`config.mk`:
```
export PLATFORM = sky130hd
export DESIGN_NAME = hpsm_top
export DESIGN_NICKNAME = d
export VERILOG_FILES = /design/src/pkg/hpsm_pkg.sv /design/src/logic/hpsm_top.sv
export VERILOG_INCLUDE_DIRS = /design/src /design/src/pkg
export SDC_FILE = /design/constraint.sdc
export NUM_CORES = 1
export LEC_CHECK = 0
export BUFFER_PORTS_ARGS = -buffer_cell sky130_fd_sc_hd__buf_2
export CAP_MARGIN = 30
export CORE_AREA = 2 2 87 89
export DETAILED_ROUTE_END_ITERATION = 8
export DIE_AREA = 0 0 89 91
export GPL_TIMING_DRIVEN = 0
export REMOVE_ABC_BUFFERS = 1
export SLEW_MARGIN = 20
export SYNTH_ARGS = -nofsm -noshare
export SYNTH_HDL_FRONTEND = slang
export SYNTH_SLANG_ARGS = --single-unit
export TNS_END_PERCENT = 1
```
`constraint.sdc`:
```
create_clock -name clk_sys_i -period 1.9 [get_ports clk_sys_i]
set_clock_uncertainty 0.15 [all_clocks]
set_input_delay 0.19 -clock clk_sys_i [delete_from_list [all_inputs] [get_ports clk_sys_i]]
set_output_delay 0.19 -clock clk_sys_i [all_outputs]
set_load 0.01 [all_outputs]
```
`src/pkg/hpsm_params.svh`:
```
// timing counts and strap reset values for the port power strap mux
`ifndef HPSM_PARAMS_SVH
`define HPSM_PARAMS_SVH
`define HPSM_CLK_HZ 10000000
`define HPSM_FIXED_RST_NS 1000
`define HPSM_NUM_PORTS 4
`define HPSM_STRAP_RST 1'b1
`endif

```
`src/pkg/hpsm_pkg.sv`:
```
// types for the port power strap mux
package hpsm_pkg;
    typedef struct packed {
        logic [3:0] removable;
        logic port1_is_power;
        logic individual;
        logic rom_present;
        logic [2:0] led_opts;
    } hpsm_straps_t;
    typedef enum logic [1:0] {
        HPSM_SAMPLE,
        HPSM_FIXRST,
        HPSM_RUN
    } hpsm_state_t;
endpackage

```
`src/logic/hpsm_top.sv`:
```
// port power control and strap selected pin functions
// Behaviour
// - low over-current input means over-current, high means none
// - over-current strap high: removable port; low: non-removable port
// - port-one pin strap: high power control, low fixed device reset
// - power outputs low turn VBUS on, high turn off
// - port-two power strap high individual control, low ganged control
// - clock pin is ROM serial clock or port-four indicator by strap
// - ROM select low selects ROM; its strap marks ROM presence
// - data-in pin receives ROM data or drives port-three indicator
// - data-out pin sends ROM data or drives port-two indicator
// - ROM data and clock straps decode LED, charging, address length
// - select strap low gives shared ROM pins their indicator functions
`timescale 1ns/1ps
`include "hpsm_params.svh"
module hpsm_top import hpsm_pkg::*; #(
    parameter int FIXED_RST_NS = `HPSM_FIXED_RST_NS
) (
    input wire logic clk_sys_i,
    input wire logic srst_i,
    input wire logic [3:0] portx_overcurrent_n_i,
    input wire logic port1_pin_i,
    input wire logic port2_pin_i,
    input wire logic rom_serial_clock_i,
    input wire logic rom_select_n_i,
    input wire logic rom_data_in_i,
    input wire logic rom_data_out_i,
    input wire logic [3:0] port_power_req_i,
    input wire logic [3:0] port_indicator_req_i,
    input wire logic fixed_reset_req_i,
    input wire logic rom_sck_req_i,
    input wire logic rom_cs_req_i,
    input wire logic rom_mosi_req_i,
    output logic [3:0] port_overcurrent_o,
    output logic [3:0] port_fixed_o,
    output logic individual_mode_o,
    output logic rom_present_o,
    output logic [2:0] led_opts_o,
    output logic ready_o,
    output logic rom_miso_o,
    output logic port1_power_on_n_o,
    output logic port1_power_on_n_oe_o,
    output logic [2:0] portn_power_on_n_o,
    output logic [2:0] portn_power_on_n_oe_o,
    output logic rom_serial_clock_o,
    output logic rom_serial_clock_oe_o,
    output logic rom_select_n_o,
    output logic rom_select_n_oe_o,
    output logic rom_data_in_o,
    output logic rom_data_in_oe_o,
    output logic rom_data_out_o,
    output logic rom_data_out_oe_o
);
    localparam int RST_CYC =
        (FIXED_RST_NS * (`HPSM_CLK_HZ / 1000000) + 999) / 1000;
    localparam int CYC = (RST_CYC < 1) ? 1 : RST_CYC;
    if (CYC > 4096) begin : g_bad_cyc
        $error("fixed reset too long");
    end

    // ----------------------------------------
    // strap capture
    // ----------------------------------------
    hpsm_straps_t strap_q;
    hpsm_state_t state_q;
    logic [12:0] cnt_q;
    logic [3:0] pwr_d;

    always_ff @(posedge clk_sys_i) begin
        if (srst_i) begin
            strap_q <= '{removable: 4'hF, port1_is_power: `HPSM_STRAP_RST,
                individual: `HPSM_STRAP_RST, rom_present: `HPSM_STRAP_RST,
                led_opts: 3'h7};
        end else if (state_q == HPSM_SAMPLE) begin
            strap_q.removable <= portx_overcurrent_n_i;
            strap_q.port1_is_power <= port1_pin_i;
            strap_q.individual <= port2_pin_i;
            strap_q.rom_present <= rom_select_n_i;
            strap_q.led_opts <= {rom_serial_clock_i, rom_data_in_i,
                rom_data_out_i};
        end
    end

    always_ff @(posedge clk_sys_i) begin
        if (srst_i) begin
            state_q <= HPSM_SAMPLE;
            cnt_q <= 13'h0000;
        end else begin
            unique case (state_q)
                HPSM_SAMPLE: begin
                    state_q <= HPSM_FIXRST;
                    cnt_q <= 13'h0000;
                end
                HPSM_FIXRST: begin
                    if (cnt_q == 13'(CYC - 1)) state_q <= HPSM_RUN;
                    else cnt_q <= cnt_q + 13'h0001;
                end
                HPSM_RUN: state_q <= HPSM_RUN;
            endcase
        end
    end

    // ----------------------------------------
    // power and over-current
    // ----------------------------------------
    always_comb begin
        if (strap_q.individual) pwr_d = port_power_req_i;
        else pwr_d = {4{|port_power_req_i}};
    end

    always_ff @(posedge clk_sys_i) begin
        if (srst_i) begin
            port_overcurrent_o <= 4'h0;
            port_fixed_o <= 4'h0;
            individual_mode_o <= 1'b0;
            rom_present_o <= 1'b0;
            led_opts_o <= 3'h0;
            ready_o <= 1'b0;
            port1_power_on_n_o <= 1'b1;
            port1_power_on_n_oe_o <= 1'b0;
            portn_power_on_n_o <= 3'h7;
            portn_power_on_n_oe_o <= 3'h0;
        end else begin
            // only removable ports report, and not before straps latch
            port_overcurrent_o <= ~portx_overcurrent_n_i & strap_q.removable
                & {4{state_q != HPSM_SAMPLE}};
            port_fixed_o <= ~strap_q.removable;
            individual_mode_o <= strap_q.individual;
            rom_present_o <= strap_q.rom_present;
            led_opts_o <= strap_q.led_opts;
            ready_o <= (state_q == HPSM_RUN);
            portn_power_on_n_o <= ~pwr_d[3:1];
            portn_power_on_n_oe_o <= {3{state_q != HPSM_SAMPLE}};
            port1_power_on_n_oe_o <= (state_q != HPSM_SAMPLE);
            if (strap_q.port1_is_power) begin
                port1_power_on_n_o <= ~pwr_d[0];
            end else begin
                // fixed device held in reset until run, then by request
                port1_power_on_n_o <= (state_q == HPSM_RUN)
                    && !fixed_reset_req_i;
            end
        end
    end

    // ----------------------------------------
    // ROM / indicator pins
    // ----------------------------------------
    always_ff @(posedge clk_sys_i) begin
        if (srst_i) begin
            rom_serial_clock_o <= 1'b1;
            rom_serial_clock_oe_o <= 1'b0;
            rom_select_n_o <= 1'b1;
            rom_select_n_oe_o <= 1'b0;
            rom_data_in_o <= 1'b1;
            rom_data_in_oe_o <= 1'b0;
            rom_data_out_o <= 1'b1;
            rom_data_out_oe_o <= 1'b0;
            rom_miso_o <= 1'b0;
        end else if (state_q == HPSM_SAMPLE) begin
            rom_serial_clock_oe_o <= 1'b0;
            rom_select_n_oe_o <= 1'b0;
            rom_data_in_oe_o <= 1'b0;
            rom_data_out_oe_o <= 1'b0;
        end else if (strap_q.rom_present) begin
            rom_serial_clock_o <= rom_sck_req_i;
            rom_serial_clock_oe_o <= 1'b1;
            rom_select_n_o <= ~rom_cs_req_i;
            rom_select_n_oe_o <= 1'b1;
            rom_data_in_oe_o <= 1'b0;
            rom_miso_o <= rom_data_in_i;
            rom_data_out_o <= rom_mosi_req_i;
            rom_data_out_oe_o <= 1'b1;
        end else begin
            rom_serial_clock_o <= ~port_indicator_req_i[3];
            rom_serial_clock_oe_o <= 1'b1;
            rom_select_n_o <= 1'b1;
            rom_select_n_oe_o <= 1'b0;
            rom_data_in_o <= ~port_indicator_req_i[2];
            rom_data_in_oe_o <= 1'b1;
            rom_data_out_o <= ~port_indicator_req_i[1];
            rom_data_out_oe_o <= 1'b1;
            rom_miso_o <= 1'b0;
        end
    end

    // ----------------------------------------
    // checks
    // ----------------------------------------
    a_oc_active_low: assert property (@(posedge clk_sys_i) disable iff
        (srst_i) port_overcurrent_o[0] |-> $past(strap_q.removable[0])
        && !$past(portx_overcurrent_n_i[0]))
        else $error("over-current reported without low input");
    a_fixed_port: assert property (@(posedge clk_sys_i) disable iff
        (srst_i) ~|(port_fixed_o & port_overcurrent_o))
        else $error("fixed port reports over-current");
    a_fixed_reset: assert property (@(posedge clk_sys_i) disable iff
        (srst_i) !strap_q.port1_is_power && state_q == HPSM_FIXRST
        ##1 !strap_q.port1_is_power |-> !port1_power_on_n_o)
        else $error("fixed device reset not held");
    a_power_pol: assert property (@(posedge clk_sys_i) disable iff
        (srst_i) state_q != HPSM_SAMPLE |=>
        portn_power_on_n_o[2] == !$past(pwr_d[3]))
        else $error("power output polarity wrong");
    a_gang_mode: assert property (@(posedge clk_sys_i) disable iff
        (srst_i) !strap_q.individual && state_q == HPSM_RUN
        && $stable(strap_q.individual) |=> &portn_power_on_n_o
        || ~|portn_power_on_n_o)
        else $error("ganged ports differ");
    a_led4_sel: assert property (@(posedge clk_sys_i) disable iff
        (srst_i) state_q == HPSM_RUN && !strap_q.rom_present
        |=> rom_serial_clock_o == !$past(port_indicator_req_i[3]))
        else $error("port four indicator wrong");
    a_cs_drive: assert property (@(posedge clk_sys_i) disable iff
        (srst_i) state_q == HPSM_RUN && strap_q.rom_present
        |=> rom_select_n_o == !$past(rom_cs_req_i))
        else $error("rom select wrong");
    a_datain_dir: assert property (@(posedge clk_sys_i) disable iff
        (srst_i) state_q == HPSM_RUN |=>
        rom_data_in_oe_o == !$past(strap_q.rom_present))
        else $error("data-in direction wrong");
    a_pins_hiz: assert property (@(posedge clk_sys_i) disable iff
        (srst_i) state_q == HPSM_SAMPLE |=> !rom_data_out_oe_o
        && !rom_serial_clock_oe_o)
        else $error("pin driven during strap sampling");
endmodule

```
=== Word-level counts from Yosys, hierarchy flattened ===
Index checks and enable logic that the tools add are counted.

* Bits in registers: 53
* Bits of input ports: 24
* Logic and storage cells: 65

* Bitwise gates (word level): 12
* Multiplexer cells: 13
* Reduce and logical (&&, ||, !) cells: 9
* Equality and inequality tests: 5
* $add $sub $neg: 1

{| class="wikitable"
|+ Operator list
! cell !! number
|-
| case mux 13 bit (2 select lines) || 1
|-
| adder 13 x 1 -> 13 bit (second input constant) || 1
|-
| == test 13 x 4 -> 1 bit (second input constant) || 1
|-
| 2-to-1 mux 13 bit || 1
|-
| bitwise AND 4 bit || 2
|-
| 2-to-1 mux 1 bit || 8
|-
| NOT 4 bit || 2
|-
| NOT 1 bit || 7
|-
| case mux 2 bit (3 select lines) || 1
|-
| 2-to-1 mux 4 bit || 1
|-
| != test 2 bit (second input constant) || 2
|-
| AND reduction 2 bit || 2
|-
| nonzero test 2 bit || 2
|-
| OR reduction 4 bit || 1
|-
| NOT 3 bit || 1
|-
| == test 2 x 1 -> 1 bit (second input constant) || 1
|-
| == test 2 bit (second input constant) || 1
|-
| logical NOT 2 bit || 1
|-
| 2-to-1 mux 2 bit || 1
|-
| OR reduction 2 bit || 1
|-
| logical AND 1 bit || 1
|-
| logical NOT 1 bit || 1
|}

=== Logic depth before layout (Yosys ltp) ===
Gate-level depths: netlist of the first run.

* Word-level depth: 4
* Gate-level depth with buffers: 7
* Gate-level depth less buffers: 6

=== Worst setup path before layout of the first run ===
Ideal clock, no wire load.

* Path kind: register -> register
* Start point: register cnt_q[0]
* End point: register state_q[1]
* Data required time: 1,622 ps
* Arrival time: 1,624 ps
* Period minus slack after synthesis: 1,902 ps
* Setup slack: -2 ps
* Library setup time: 128 ps
* Stages on the path, launching flop included: 7
* Cells stage by stage: dfxtp_1 ha_1 or4b_4 o31ai_4 buf_6 mux2i_1 nor2_1

* Cells in the longest elaborated chain, start to end: 2

{| class="wikitable"
|+ Ends and longest elaborated chain
! what !! RTL line !! source
|-
| start: declaration || hpsm_top.sv:66 || <nowiki>logic [12:0] cnt_q;</nowiki>
|-
| start signal: assignment || hpsm_top.sv:96 || <nowiki>else cnt_q <= cnt_q + 13'h0001;</nowiki>
|-
| == test 13 x 4 -> 1 bit || hpsm_top.sv:95 || <nowiki>if (cnt_q == 13'(CYC - 1)) state_q <= HPSM_RUN;</nowiki>
|-
| != test 2 bit (no line) || - ||
|-
| end signal: assignment || hpsm_top.sv:91 || <nowiki>state_q <= HPSM_FIXRST;</nowiki>
|-
| end signal: assignment || hpsm_top.sv:95 ||
|-
| end signal: assignment || hpsm_top.sv:98 || <nowiki>HPSM_RUN: state_q <= HPSM_RUN;</nowiki>
|-
| end: declaration || hpsm_top.sv:65 || <nowiki>hpsm_state_t state_q;</nowiki>
|}

Every way passes these cells.
A chain may end at the register's enable or synchronous reset.

=== Final worst setup path of the first run ===
* Start point: register cnt_q[4]
* End point: register cnt_q[11]

* Cells in the longest elaborated chain, start to end: 3
* Elaborated cells on any way between the ends: 6
* Those cells by class: add/sub (1); eq/ne (2); mux (2); reduce/logical (1)

{| class="wikitable"
|+ Ends and longest elaborated chain
! what !! RTL line
|-
| adder 13 x 1 -> 13 bit / == test 13 x 4 -> 1 bit (equally long branches) || hpsm_top.sv:96, hpsm_top.sv:95
|-
| 2-to-1 mux 13 bit / != test 2 bit (equally long branches) || -
|-
| case mux 13 bit (2 select lines) / AND reduction 2 bit (equally long branches) || -
|}

Parallel ways exist; a longest one is shown, timed or not. The select of a mux whose other input is x is not followed.

==> results of run 1 <==
-- per-stage QoR --
step / setup TNS [ns] / instances / setup WS (ns) / power [W]
after floorplan: -0.292 / 200 / -0.157 / 0.00206
after detailed placement: -5.09 / 352 / -0.447 / 0.00241
after global placement: -5.62 / 352 / -0.486 / 0.00240
after global routing: -0.451 / 382 / -0.103 / 0.00366
final: -0.0356 / 382 / -0.0250 / 0.00342
after CTS: 0 / 382 / 0.00271 / 0.00346
-- Yosys cell counts (all sizes together) --
library cell / count / area, sq um
nand4b: 1 / 8.76
a22oi: 1 / 7.51
or3: 1 / 6.26
o31a: 1 / 8.76
o21ai: 14 / 70.1
nor2: 16 / 60.1
nand2b: 1 / 6.26
or4: 4 / 31.3
nand2: 22 / 82.6
ha: 5 / 62.6
or4b: 2 / 27.5
nand3: 4 / 20.0
mux2i: 11 / 110
a211oi: 1 / 7.51
and3: 3 / 18.8
xnor2: 2 / 17.5
clkbuf: 7 / 36.3
a21boi: 1 / 7.51
o221ai: 1 / 15.0
nand4: 4 / 25.0
nor3: 8 / 40.0
nor2b: 8 / 50.1
buf: 8 / 63.8
and4: 2 / 17.5
dfxtp: 51 / 1020
o311ai: 4 / 42.6
and2b: 1 / 7.51
o31ai: 2 / 28.8
inv: 8 / 30.0
mux2: 1 / 11.3
and2: 1 / 6.26
o21a: 2 / 15.0
nor3b: 5 / 37.5
a31oi: 1 / 6.26
o21bai: 1 / 7.51
or2b: 1 / 8.76
o211ai: 1 / 7.51
a21oi: 8 / 40.0
-- timing repair --
item / in CTS / in global routing
hold endpoints to repair: 20 / 0
pin swaps: 2 / 0
gates resized for setup: 18 / 1
hold buffers: 15 / 0
buffers inserted: 7 / 0
setup endpoints to repair: 26 / 9
-- kinds of logic (layout without fill, tap and decap cells) --
group,Yosys count,in the layout,synth area share
simple gates,84,84,0.219
flops,51,51,0.493
compound gates,38,38,0.128
buf+inv,23,91,0.0628
mux,12,12,0.0586
fa+ha+maj,5,5,0.0302
xor+xnor,2,2,0.00846
-- cell type report --
| cell class | instances | area, sq um | share of cell area |
|---|---|---|---|
| multi-input combinational | 141 | 961 | 0.349 |
| tap | 99 | 124 | 0.0450 |
| inverter | 8 | 30.0 | 0.0109 |
| clock buffer | 6 | 72.6 | 0.0263 |
| sequential | 51 | 1040 | 0.376 |
| clock inverter | 2 | 60.1 | 0.0218 |
| timing repair buffer | 75 | 472 | 0.171 |
-- how the worst max path moves through the flow --
stage                    start         to  slack, ns  depth (start not counted)
floorplan             cnt_q[0]  cnt_q[11]      -0.16                          5
global placement    state_q[0]  cnt_q[11]      -0.49                          6
detailed placement  state_q[0]  cnt_q[11]      -0.45                          6
CTS                   cnt_q[4]  cnt_q[11]      0.003                          5
global route          cnt_q[1]   cnt_q[0]      -0.10                          8
finish                cnt_q[4]  cnt_q[11]      -0.02                          5
-- power by group --
group	switching (W)	leakage [nW]	internal, W
Clock	0.000345	0.0654	0.000526
Combinational	0.000597	0.678	0.000548
Sequential	0.000128	0.423	0.00128
-- per-layer routing --
| layer | global-route usage | part of all wire | wire length (um) | vias to the layer above |
|---|---|---|---|---|
| met3 | 0.0364 | 0.057 | 249 | 6 |
| met5 | 0 | 0 | 0 | - |
| met2 | 0.199 | 0.48 | 2130 | 51 |
| met4 | 0.0485 | 0.019 | 84 | 0 |
| met1 | 0.125 | 0.44 | 1940 | 835 |
| li1 | - | - | - | 879 |
-- state kept, by name (all words and copies together), names as in the netlist, 2 cells and up --
signal,count
strap_q,10
port_overcurrent_o,4
state_q,2
portn_power_on_n_o,3
port_fixed_o,4
led_opts_o,3
cnt_q,13
-- worst min-delay path: stages --
cell,delay [ns]
buf_2,0.07
nand2_1,0.03
o21ai_0,0.06
nand2_1,0.05
==> impl_results.md, run 1 <==
- HP Class: in2reg
- Vias post-DR: 1,771
- Worst Hold Depth: 4
- Worst stage delay on the critical path: 0.56 ns
- Tcrit/Tclk final: 1.01
- Area of the core: 0.00714 sq mm
- H-tree Lvls: 2
- Die Wd: 89 um
- DRC: 0
- Row cnt: 31
- F_max: 519 MHz
- Relative slew slack: 0.504
- Largest net degree at the start of global routing: 27
- CTS buffer count: 5
- Worst-path cell chain: or4b_4 > o31ai_4 > buf_4 > nor3b_1 > mux2_2
- Reg2reg path depth: 5
- Fin util: 0.386
- R2r setup slk: -0.02 ns
- # port buffers: 53
- Worst EP arrival: 1.97 ns
- Final Slew Violations: 0
- CP delay by family, top: simple AND/OR/NAND/NOR gates
- Final Hold Slack: 0.00784 ns
- Die height: 91 um
- Share of layout cells above drive strength 1: 0.307
- WL per Instance: 11.5 um
- Static Leakage: 1.17 nW
- Crit end category: register
- Min cycle time layout: 1.92 ns
- Failing checks: setup timing
- Hold Path Sink: rom_select_n_o
- Critical path type: reg2reg
- Mapped Area: 0.00207 sq mm
- Fin nets: 311
- Dpl cell area: 0.00236 sq mm
- Initial DRC Count: 107
- Worst-Margin Slew: 0.743 ns
- Area grow syn2layout: 33.1%
- Vias in the first global route: 1,633
- R2R Path Start: cnt_q[4]
- Die area: 0.00810 sq mm
- Final instance area: 0.00276 sq mm
- Final WS setup: -0.0250 ns
- Max VDD drop: 0.416 mV
- RSZ-0062 raised after global routing: yes
- GPL Wtd Cong: 0.757
- Reg-to-reg critical path endpoint: cnt_q[11]
- Post-Synthesis Cells: 215
- DRT antenna net count: 0
- CTS sink count: 51
- Power density cells: 1240 mW/mm^2
- Initial antenna violation count: 0
- Starting density of the core: 0.290
- Worst-Skew Late Latency: 0.30 ns
- Slowest-stage cell, CP: or4b_4
- Ant. Diodes: 0
- DR vias/cell: 4.64
- Worst Setup Start Kind: register
- Root buffer cell: clkbuf_8
- Ys Warns: 0
- Max Root-Sink Buffers: 2
- Worst hold start: rom_cs_req_i
- TritonCTS clock tree: done
- DRT Wirelength: 4400 um
- Overall Global Routing Usage: 0.115
- Status: finished, violations left
- Netlist cell types: 45
- Total gr overflow: 0
- DR pass1 iterations: 4
- Final setup vio count: 2
- Critical path buffer and inverter count: 1
- Most frequent cells in the layout: buf_2, dfxtp_1, nand2_1
- Syn_area_per_cell: 9.63 sq um
- Sequential area share after synthesis: 0.493
- Seq cells post-synth: 51
- Final HPWL DP: 2880 um
- Leading cell type in the layout, fill and taps excluded: buf_2
- Crit Path Max Fanout: 2
- MaxCap Viol Count: 0
- Hold Fails Final Rpt: 0
- Clk slew on worst S/H paths: 0.09 ns
- First-pass GRT wire length: 7250 um
- Fillers: 736
- IO Count: 55
- Worst EP required: 1.95 ns
Note: power is estimated with default switching activity, not from simulation.
==> inputs of run 2 (changes only) <==
CAP_MARGIN = 20   (was 30)
CORE_AREA = 2 2 71 73   (was 2 2 87 89)
DIE_AREA = 0 0 73 75   (was 0 0 89 91)
PLACE_DENSITY = 0.71   (was not set)
==> impl_results.md, run 2 (synthesis results as in run 1) <==
- Status: finished, violations left
- Failing checks: setup timing
- Power density cells: 1190 mW/mm^2 (-4.4%)
- Worst EP arrival: 1.96 ns (about the same)
- DR vias/cell: 5.14 (+11%)
- Fin nets: 311 (unchanged)
- Final Slew Violations: 0 (unchanged)
- Worst-Margin Slew: 0.729 ns (-0.0138 ns)
- Logic gate share of total power: 0.356 (+0.021)
- DR pass1 iterations: 5 (+1)
- Final setup vio count: 2 (unchanged)
- P_sw: 0.00107 W (about the same)
- WL per Instance: 12.8 um (+11%)
- Final WS setup: -0.0191 ns (+0.00593 ns)
- Overall Global Routing Usage: 0.164 (+0.0499)
- Max Root-Sink Buffers: 2 (unchanged)
- Worst Setup Start Kind: register
- Total gr overflow: 0 (unchanged)
- GPL Wtd Cong: 0.753 (-0.58%)
- Share of layout cells above drive strength 1: 0.311 (+0.00353)
- HP Class: in2reg
- Critical path type: reg2reg
- Largest net degree at the start of global routing: 27 (unchanged)
- Root buffer cell: clkbuf_8
- Fin Setup TNS: -0.0214 ns (+0.0142 ns)
- Die Wd: 73 um (-18%)
- H-tree Lvls: 2 (unchanged)
- Most frequent cells in the layout: buf_2, dfxtp_1, nand2_1
- IO Count: 55 (unchanged)
- Final Hold Slack: 0.0531 ns (+0.0453 ns)
- F_max: 521 MHz (+0.31%)
- Vias post-DR: 1,731 (-2.3%)
- Register share of total power: 0.442 (+0.031)
- Net switching fraction of the power: 0.336 (+0.0241)
- Crit Path Max Fanout: 6 (+4)
- CTS buffer count: 5 (unchanged)
- Die height: 75 um (-18%)
- Clock Power Share: 0.202 (-0.052)
- Leading cell type in the layout, fill and taps excluded: buf_2
- Final HPWL DP: 2680 um (-7.0%)
- Row cnt: 25 (-19%)
- Reg with most FFs: cnt_q
- CTS sink count: 51 (unchanged)
- Vias in the first global route: 1,538 (-5.8%)
- Fillers: 398 (-46%)
- Largest register FFs: 13 (unchanged)
- Die area: 0.00548 sq mm (-32%)
- Crit end category: register
- Biggest regs: cnt_q (13), strap_q (10)
- Worst EP required: 1.95 ns (about the same)
- Min cycle time layout: 1.92 ns (-0.00593 ns)
- Area of the core: 0.00466 sq mm (-35%)
- Initial DRC Count: 76 (-29%)
- Tcrit/Tclk final: 1.01 (-0.00312)
- Ant. Diodes: 0 (unchanged)
- Worst-Skew Late Latency: 0.30 ns (about the same)
- Hold Fails Final Rpt: 0 (unchanged)
- DRC: 0 (unchanged)
- Fin util: 0.574 (+0.188)
- Static Leakage: 1.15 nW (-1.6%)
- DP Worst Slack: -0.433 ns (+0.0139 ns)
- DRT Wirelength: 4300 um (-2.4%)
- Area grow syn2layout: 29.1%
- RSZ-0062 raised after global routing: yes
- Starting density of the core: 0.444 (+0.154)
- TritonCTS clock tree: done
- # port buffers: 53 (unchanged)
- Initial antenna violation count: 0 (unchanged)
- Clk slew on worst S/H paths: 0.09 ns (about the same)
- Internal Pwr Total: 0.00211 W (-10%)
- Max VDD drop: 0.416 mV (about the same)
- First-pass GRT wire length: 6960 um (-3.9%)
- Relative slew slack: 0.513 (+0.00923)
- DRT antenna net count: 0 (unchanged)
- MaxCap Viol Count: 0 (unchanged)
==> run 2: changes by cell type in the layout (fill, tap and decap cells not counted), sizes merged <==
cell | before | now
buf | 60 | 59
clkinv | 0 | 1
dlygate4sd3 | 15 | 16
clkinvlp | 0 | 1
bufinv | 2 | 0
==> run 2: repair_timing <==
item	in CTS	in global routing
pin swaps	2	0
hold buffers	16	0
resized for setup	19	2
hold endpoints to repair	21	0
setup endpoints to repair	26	7
buffers inserted	6	0
==> run 2: per-stage QoR <==
stage / power, W / area [sq um] / std cells
after CTS: 0.00319 / 2670 / 337
after global placement: 0.00238 / 2300 / 307
after floorplan: 0.00206 / 1970 / 200
after detailed placement: 0.00240 / 2300 / 307
after global routing: 0.00339 / 2670 / 337
final: 0.00317 / 2670 / 337
==> run 2: cell type report <==
cell class / instances / area [sq um] / area share
Clock buffer: 6 / 82.6 / 0.0309
Clock inverter: 2 / 16.3 / 0.00608
Inverter: 8 / 30.0 / 0.0112
Multi-Input combinational cell: 141 / 968 / 0.362
Sequential cell: 51 / 1030 / 0.387
Tap cell: 54 / 67.6 / 0.0253
Timing Repair Buffer: 75 / 474 / 0.177
==> run 2: path summary, 6_finish.rpt <==
kind | slack (ns) | end | cells past startpoint | startpoint
max | -0.02 | cnt_q[11] | 5 | cnt_q[9]
min | 0.05 | rom_serial_clock_o | 4 | port_indicator_req_i[3]
max reg2reg | -0.02 | cnt_q[11] | 5 | cnt_q[9]
min reg2reg | 0.29 | port_fixed_o[0] | 1 | strap_q[6]
==> run 2: routing by layer <==
metal | up-vias | track usage | share of wire | routed length, um
li1 | 883 | - | - | -
met1 | 789 | 0.197 | 0.46 | 1960
met2 | 56 | 0.291 | 0.49 | 2090
met3 | 3 | 0.0415 | 0.050 | 214
met4 | 0 | 0.0494 | 0.0072 | 31
met5 | - | 0 | 0 | 0
==> run 2: worst max-delay path, stage by stage (launching register included) <==
cell and delay, ns:
dfxtp_1 0.37, or4_4 0.57, o31ai_4 0.27, buf_4 0.16, nor3b_2 0.04, mux2_2 0.26
==> run 2: power by group through the flow <==
stage	sequential [W]	clock [W]	combinational, W
global placement	0.00142	0	0.000963
detailed placement	0.00142	0	0.000973
floorplan	0.00149	0	0.000572
global route	0.00143	0.000710	0.00125
CTS	0.00140	0.000667	0.00113
finish	0.00140	0.000643	0.00113
